--- src/verilog/hbp_cfg.svh ---
`ifndef HBP_CFG_SVH
`define HBP_CFG_SVH

// last latency counter value; completion comes this plus two cycles after strobe seen, access latency of the core
`define HBP_ACK_DELAY   3'h2
`define HBP_ADDR_W      8
`define HBP_ADDR_RST    8'h00
`define HBP_SEL_RST     5'h00
`define HBP_STYLE_RST   2'h0
// pin levels the synchroniser holds in reset: mode pin high, strobes and
// select idle high, latch low; zeros here would fake an access at release
`define HBP_PIN_RST     16'h9A00
`endif

--- src/verilog/hbp_pkg.sv ---
package hbp_pkg;
    // bus timing style, upper bit is style select bit two
    typedef enum logic [1:0] {
        HBP_ASYNC_SEP = 2'b00,
        HBP_ASYNC_DIR = 2'b01,
        HBP_SYNC_SEP  = 2'b10,
        HBP_SYNC_DIR  = 2'b11
    } hbp_style_e;
    typedef enum logic [1:0] {
        HBP_IDLE = 2'b00,
        HBP_WAIT = 2'b01,
        HBP_DONE = 2'b10
    } hbp_state_e;
endpackage : hbp_pkg

--- src/verilog/hbp_port.sv ---
`include "hbp_cfg.svh"
module hbp_port (
    input  wire logic              clk_i,
    input  wire logic              rst_n_i,
    input  wire logic              pin_or_bus_config_i,
    input  wire logic              cpu_style_sel1_i,
    input  wire logic              cpu_style_sel2_i,
    input  wire logic              wr_dir_i,
    input  wire logic              rd_transfer_strobe_i,
    input  wire logic              latch_bus_addr_qualifier_i,
    input  wire logic              dev_sel_n_i,
    input  wire logic              done_pin_i,
    input  wire logic [7:0]        addr_i,
    output logic                   done_o,
    output logic                   done_oe_o,
    output hbp_pkg::hbp_style_e    style_o,
    output logic                   host_mode_o,
    output logic [7:0]             addr_o,
    output logic                   wr_pulse_o,
    output logic                   rd_pulse_o,
    output logic [4:0]             line_setting_sel_o
);
    import hbp_pkg::*;

    // ************************************************************
    // pin synchronisation
    // ************************************************************
    logic [15:0] raw;
    logic [15:0] s;
    assign raw = {pin_or_bus_config_i, cpu_style_sel2_i, cpu_style_sel1_i,
                  wr_dir_i, rd_transfer_strobe_i,
                  latch_bus_addr_qualifier_i, dev_sel_n_i, done_pin_i,
                  addr_i};

    hbp_sync #(
        .W       (16),
        .RST_VAL (`HBP_PIN_RST)
    ) u_sync (
        .clk_i   (clk_i),
        .rst_n_i (rst_n_i),
        .d_i     (raw),
        .q_o     (s)
    );

    logic       mode_s;
    logic [1:0] style_s;
    logic       wr_s;
    logic       rd_s;
    logic       ale_s;
    logic       sel_n_s;
    logic       dpin_s;
    logic [7:0] addr_s;
    assign mode_s  = s[15];
    assign style_s = s[14:13];
    assign wr_s    = s[12];
    assign rd_s    = s[11];
    assign ale_s   = s[10];
    assign sel_n_s = s[9];
    assign dpin_s  = s[8];
    assign addr_s  = s[7:0];

    // selector view of the bus pins, used by hardware mode and its check
    logic [4:0] hw_pins;
    assign hw_pins = {dpin_s, sel_n_s, ale_s, rd_s, wr_s};

    // ************************************************************
    // mode and style
    // ************************************************************
    logic       host;
    logic       dir_style;
    assign host      = ~mode_s;
    assign dir_style = style_s[0];
    assign host_mode_o = host;

    // style register, held in reset until host mode is seen
    always_ff @(posedge clk_i or negedge rst_n_i) begin
        if (!rst_n_i) begin
            style_o <= hbp_style_e'(`HBP_STYLE_RST);
        end else if (host) begin
            style_o <= hbp_style_e'(style_s);
        end
    end

    // hardware mode: bus pins become line setting selectors
    always_ff @(posedge clk_i or negedge rst_n_i) begin
        if (!rst_n_i) begin
            line_setting_sel_o <= `HBP_SEL_RST;
        end else if (!host) begin
            line_setting_sel_o <= hw_pins;
        end
    end

    // ************************************************************
    // address latch
    // ************************************************************
    logic ale_d1_q;
    logic ale_fall;
    always_ff @(posedge clk_i or negedge rst_n_i) begin
        if (!rst_n_i) begin
            ale_d1_q <= 1'b0;
        end else begin
            ale_d1_q <= ale_s;
        end
    end
    assign ale_fall = ale_d1_q & ~ale_s;

    // latch on falling edge of latch or qualifier strobe; pins are delayed
    // equally, so the address sampled alongside is the one seen with the latch first low
    always_ff @(posedge clk_i or negedge rst_n_i) begin
        if (!rst_n_i) begin
            addr_o <= `HBP_ADDR_RST;
        end else if (host && !sel_n_s && ale_fall) begin
            addr_o <= addr_s;
        end
    end

    // ************************************************************
    // access state machine
    // ************************************************************
    logic       strobe;
    logic       is_write;
    assign strobe   = dir_style ? ~rd_s : (~rd_s | ~wr_s);
    assign is_write = ~wr_s;  // write or direction pin low

    hbp_state_e state_q;
    logic [2:0] cnt_q;

    always_ff @(posedge clk_i or negedge rst_n_i) begin
        if (!rst_n_i) begin
            state_q <= HBP_IDLE;
        end else begin
            unique case (state_q)
                HBP_IDLE: begin
                    if (host && !sel_n_s && strobe) begin
                        state_q <= HBP_WAIT;
                    end
                end
                HBP_WAIT: begin
                    if (sel_n_s || !strobe) begin
                        state_q <= HBP_IDLE;
                    end else if (cnt_q == `HBP_ACK_DELAY) begin
                        state_q <= HBP_DONE;
                    end
                end
                HBP_DONE: begin
                    if (sel_n_s || !strobe || !host) begin
                        state_q <= HBP_IDLE;
                    end
                end
                default: state_q <= HBP_IDLE;
            endcase
        end
    end

    // latency counter runs only while waiting
    always_ff @(posedge clk_i or negedge rst_n_i) begin
        if (!rst_n_i) begin
            cnt_q <= 3'h0;
        end else if (state_q == HBP_WAIT) begin
            cnt_q <= cnt_q + 3'h1;
        end else begin
            cnt_q <= 3'h0;
        end
    end

    // one pulse to the core at the start of each access
    always_ff @(posedge clk_i or negedge rst_n_i) begin
        if (!rst_n_i) begin
            wr_pulse_o <= 1'b0;
            rd_pulse_o <= 1'b0;
        end else begin
            wr_pulse_o <= (state_q == HBP_IDLE) && host && !sel_n_s
                          && strobe && is_write;
            rd_pulse_o <= (state_q == HBP_IDLE) && host && !sel_n_s
                          && strobe && !is_write;
        end
    end

    // completion pin: ready high or acknowledge low, driven only while selected in host mode
    always_ff @(posedge clk_i or negedge rst_n_i) begin
        if (!rst_n_i) begin
            done_o    <= 1'b0;
            done_oe_o <= 1'b0;
        end else begin
            done_oe_o <= host && !sel_n_s;
            if (dir_style) begin
                done_o <= ~(state_q == HBP_DONE);
            end else begin
                done_o <= (state_q == HBP_DONE);
            end
        end
    end
endmodule : hbp_port

--- src/verilog/hbp_sync.sv ---
// two-flop synchroniser for a bundle of pin levels
module hbp_sync #(
    parameter int           W       = 1,
    parameter logic [W-1:0] RST_VAL = '0
) (
    input  wire logic         clk_i,
    input  wire logic         rst_n_i,
    input  wire logic [W-1:0] d_i,
    output logic      [W-1:0] q_o
);
    logic [W-1:0] meta_q;

    // first stage feeds only the second stage
    always_ff @(posedge clk_i or negedge rst_n_i) begin
        if (!rst_n_i) begin
            // idle pin levels, so no false edge follows reset
            meta_q <= RST_VAL;
            q_o    <= RST_VAL;
        end else begin
            meta_q <= d_i;
            q_o    <= meta_q;
        end
    end
endmodule : hbp_sync
--- config.mk ---
export PLATFORM = sky130hd
export DESIGN_NAME = hbp_port
export DESIGN_NICKNAME = d
export VERILOG_FILES = /design/src/verilog/hbp_pkg.sv /design/src/verilog/hbp_port.sv /design/src/verilog/hbp_sync.sv
export VERILOG_INCLUDE_DIRS = /design/src /design/src/verilog
export SDC_FILE = /design/constraint.sdc
export NUM_CORES = 1
export LEC_CHECK = 0
export BUFFER_PORTS_ARGS = -buffer_cell sky130_fd_sc_hd__clkbuf_2
export CORE_AREA = 2 2 62 64
export CTS_CLUSTER_DIAMETER = 200
export DETAILED_ROUTE_END_ITERATION = 10
export DIE_AREA = 0 0 64 66
export GPL_ROUTABILITY_DRIVEN = 0
export PLACE_DENSITY = 0.75
export SYNTH_ARGS = -nofsm -noshare
export SYNTH_HDL_FRONTEND = slang
export SYNTH_SLANG_ARGS = --single-unit
export TNS_END_PERCENT = 5
--- constraint.sdc ---
create_clock -name clk_i -period 1.7 [get_ports clk_i]
set_input_delay 0 -clock clk_i [delete_from_list [all_inputs] [get_ports clk_i]]
set_output_delay 0 -clock clk_i [all_outputs]
set_load 0.05 [all_outputs]
==> reports/metrics.sh <==
RUN_STATUS='completed'
POST-DP-HPWL_UM=1730
DR.FIRST_ITER.DRC_COUNT=21
FIN_AREA_SQ_UM=2360
GRT_SETUP_UNREPAIRED='false'
POST_SYNTH_INST_COUNT=98
DESIGN.FINAL.NETS=183
CTS_INSERTED_BUFFERS=9
CRITICAL_PATH_CLASS='flop to flop'
CLOCK.FMAX_GHz=0.656
FIN_SKEW_PS=11.3
LEAKAGE_nW=1.11
SYNTH-MAIN-FF-CELL='sky130_fd_sc_hd__dfrtp_1'
CTS.SINK_COUNT=57
POST_CTS_HOLD_BUFFER_COUNT=17
SHARE_OF_YOSYS_CELL_AREA_CLAIMED_BY_THE_TOP_AREA_CELL_TYPE_PCT=68.8
NUM_ROWS=22
POWER_PER_CELL_AREA_nW_PER_UM2=1250
FP.DIEAREA_SQ_UM=4220
SYNTH_EDF_COUNT=0
AREA_GROWTH_PCT=32.1
GLOBAL_ROUTE_WIRE_LENGTH_BEFORE_REPAIR_UM=4530
TIMING.FINAL.CRIT_PERIOD_PS=1530
NETSWITCHINGFRACTION_PCT=27.5
FILLERS=231
DETAIL-ROUTE-ANTENNA-NETS=0
POST-SYNTH-TOP-COUNT-CELL='sky130_fd_sc_hd__dfrtp_1'
GRTUSAGETOTAL_PCT=15.2
CTS.REPAIR.RESIZED=0
AVGROUTEDWIREPERCELL_UM=12.0
SYNTH.CELL_AREA_SQ_UM=1780
POST-CTS-SETUP-BUFFERS=0
YS_WARN_COUNT=0
HOLDCRITPATHCLASS='primary input to asynchronous set/reset pin'
CHIPHEIGHT_UM=66
POWER.SEQUENTIAL.FRACTION_PCT=51.8
MAXSLEWHEADROOM_PCT=62.6
POST-LAYOUT-TOTAL-POWER_mW=2.94
TIMING.SETUP.TNS_PS=0
BUFFER_PORTS.INSERTED=37
CRITICAL_PATH_PEAK_FANOUT=11
FIRST_GLOBAL_VIAS=1043
FINAL.PERIOD_UTILIZATION_PCT=89.7
FINALMAXSLEWVIOLATIONS=0
TIMING.CRITICAL_PATH.TO_TYPE='flop'
TOTALWIRELENGTH_UM=2580
SETUP_VIOL=0
CTS_TREE='done'
INITIAL_UTILIZATION_PCT=50.2
CRITICAL_PATH_ARRIVAL_PS=1780
UTILIZATION_PCT=66.3
TIGHTEST_SLEW_PS=558
YS_TYPES=17
CLKLATENCYLATEPIN_PS=370
YS_FF_LATCH=57
ROUTE.DETAILED.VIAS_PER_INST=4.42
SYNTH.TOP_CELLS.BY_COUNT='sky130_fd_sc_hd__dfrtp_1 (49), sky130_fd_sc_hd__mux2_2 (15), sky130_fd_sc_hd__dfstp_2 (8), sky130_fd_sc_hd__nor2_1 (6), sky130_fd_sc_hd__inv_1 (4)'
VIA_COUNT=955
AVGSYNTHCELLAREA_SQ_UM=18.2
POST_ROUTE_CELLS_DRIVE_ABOVE_1_SHARE_PCT=45.2
START_KIND='flop'
CELL_INTERNAL_PWR_mW=2.13
ANTENNA_CELLS_INSERTED=0
SYN-NUM-NETS=118
CORE_REGION_AREA_SQ_UM=3550
IO_PINS=38
SEQ_AREA_SQ_UM=1440
POST_SYNTH_ARST_SHARE_PCT=100
PIN_COUNT_OF_THE_BIGGEST_NET_ENTERING_GLOBAL_ROUTING=37
REMAINING_DRC_ERRORS=0
SYNTH_TOP_AREA_CELL='sky130_fd_sc_hd__dfrtp_1'
POWER.SWITCHING_mW=0.810
MAX_CAP_VIOLATIONS=0
DPL-INSTANCE-AREA_SQ_UM=2040
CTSROOTBUFFERMASTER='sky130_fd_sc_hd__clkbuf_4'
YS_SEQ_AREA_SHARE_PCT=80.6
FIRSTDRTPASSITERS=3
POWER.SHARE.CLOCK_PCT=32.8
ANTENNA_FOUND_INITIAL=0
POWER.COMBINATIONAL.FRACTION_PCT=15.4
CP.REQUIRED_PS=1960
HTREE_NUM_LEVELS=3
IRDROPWORSTVDD_mV=0.748
HOLD_VIOL=0
MULTI_INPUT_LOGIC_AREA_SQ_UM=327
CLOCK_BUFFER_DEPTH=2
DIE_WIDTH_UM=64
SYNTH_TOP_CELLS_BY_AREA='sky130_fd_sc_hd__dfrtp_1 (69%), sky130_fd_sc_hd__dfstp_2 (12%), sky130_fd_sc_hd__mux2_2 (9.5%)'
CLKTRANSATPATHREGS_PS=100
GRT_REMAINING_OVERFLOW=0
-- cell type report --
type	instances	share of cell area, %
Inverter	4	0.637
Timing Repair Buffer	55	15.9
Clock inverter	3	1.70
Multi-Input combinational cell	36	13.9
Clock buffer	13	4.35
Sequential cell	57	61.0
Tap cell	48	2.55
-- worst max-delay path: stages, from the launching register on --
cell and delay (ps):
sky130_fd_sc_hd__dfstp_2 450, sky130_fd_sc_hd__nor4b_4 560, sky130_fd_sc_hd__mux2_2 400
-- metal layers --
layer | vias up | share of wire, % | GRT usage (%)
li1 | 458 | - | -
met1 | 468 | 41 | 16.9
met2 | 25 | 53 | 24.3
met3 | 4 | 4.6 | 7.16
met4 | 0 | 1.4 | 8.15
met5 | - | 0 | 0
-- path summary, 6_finish.rpt --
path | startpoint | endpoint | slack [ps] | cells after the start
min | rst_n_i | u_sync.q_o[4] | 130 | 2
min reg2reg | u_sync.meta_q[1] | u_sync.q_o[1] | 350 | 0
max | u_sync.q_o[15] | addr_o[3] | 170 | 2
max reg2reg | u_sync.q_o[15] | addr_o[3] | 170 | 2
max in group asynchronous | rst_n_i | u_sync.meta_q[12] | 920 | 3
min in group clk_i | dev_sel_n_i | u_sync.meta_q[9] | 260 | 2
-- power by group through the flow --
stage          clock network, mW  registers (mW)  logic (mW)
2_1_floorplan                  0            1.76      0.0799
3_3_place_gp                   0            1.55       0.423
3_5_place_dp                   0            1.55       0.430
4_1_cts                     1.00            1.53       0.461
5_1_grt                     1.08            1.54       0.480
6_report                   0.966            1.52       0.455
-- flip-flops by register name (all words and copies together) (netlist names) --
name / flops
cnt_q: 3
done_oe_o: 1
addr_o: 8
done_o: 1
rd_pulse_o: 1
state_q: 2
u_sync.meta_q: 16
ale_d1_q: 1
style_o: 2
u_sync.q_o: 16
wr_pulse_o: 1
line_setting_sel_o: 5
-- cells by family after synthesis --
family          synth area share (%)
flops                           80.6
compound gates                  2.18
buf+inv                         1.12
simple gates                    4.28
mux                             9.47
xor+xnor                       0.983
fa+ha+maj                       1.40
-- metrics by stage --
step	setup slack [ps]	cells	hold WS [ps]
6_report	175	216	133
5_1_grt	85.4	216	153
4_1_cts	144	216	111
3_5_place_dp	156	183	3.88
3_3_place_gp	208	183	-2.44
2_1_floorplan	361	98	-296
-- placed cells by master (no fill, tap or decap), types with 2 or more instances in the layout --
| cell type | Yosys | final |
|---|---|---|
| sky130_fd_sc_hd__dlygate4sd3_1 | 0 | 17 |
| sky130_fd_sc_hd__clkbuf_8 | 0 | 2 |
| sky130_fd_sc_hd__dfstp_2 | 8 | 8 |
| sky130_fd_sc_hd__mux2_2 | 15 | 15 |
| sky130_fd_sc_hd__inv_1 | 4 | 4 |
| sky130_fd_sc_hd__ha_1 | 2 | 2 |
| sky130_fd_sc_hd__nor2_1 | 6 | 6 |
| sky130_fd_sc_hd__nand2b_1 | 3 | 3 |
| sky130_fd_sc_hd__clkbuf_2 | 0 | 37 |
| sky130_fd_sc_hd__xnor2_1 | 2 | 2 |
| sky130_fd_sc_hd__dfrtp_1 | 49 | 49 |
| sky130_fd_sc_hd__clkinv_2 | 0 | 2 |
| sky130_fd_sc_hd__clkbuf_4 | 0 | 9 |
| sky130_fd_sc_hd__clkbuf_1 | 0 | 2 |
(Power assumes the default switching activity.)
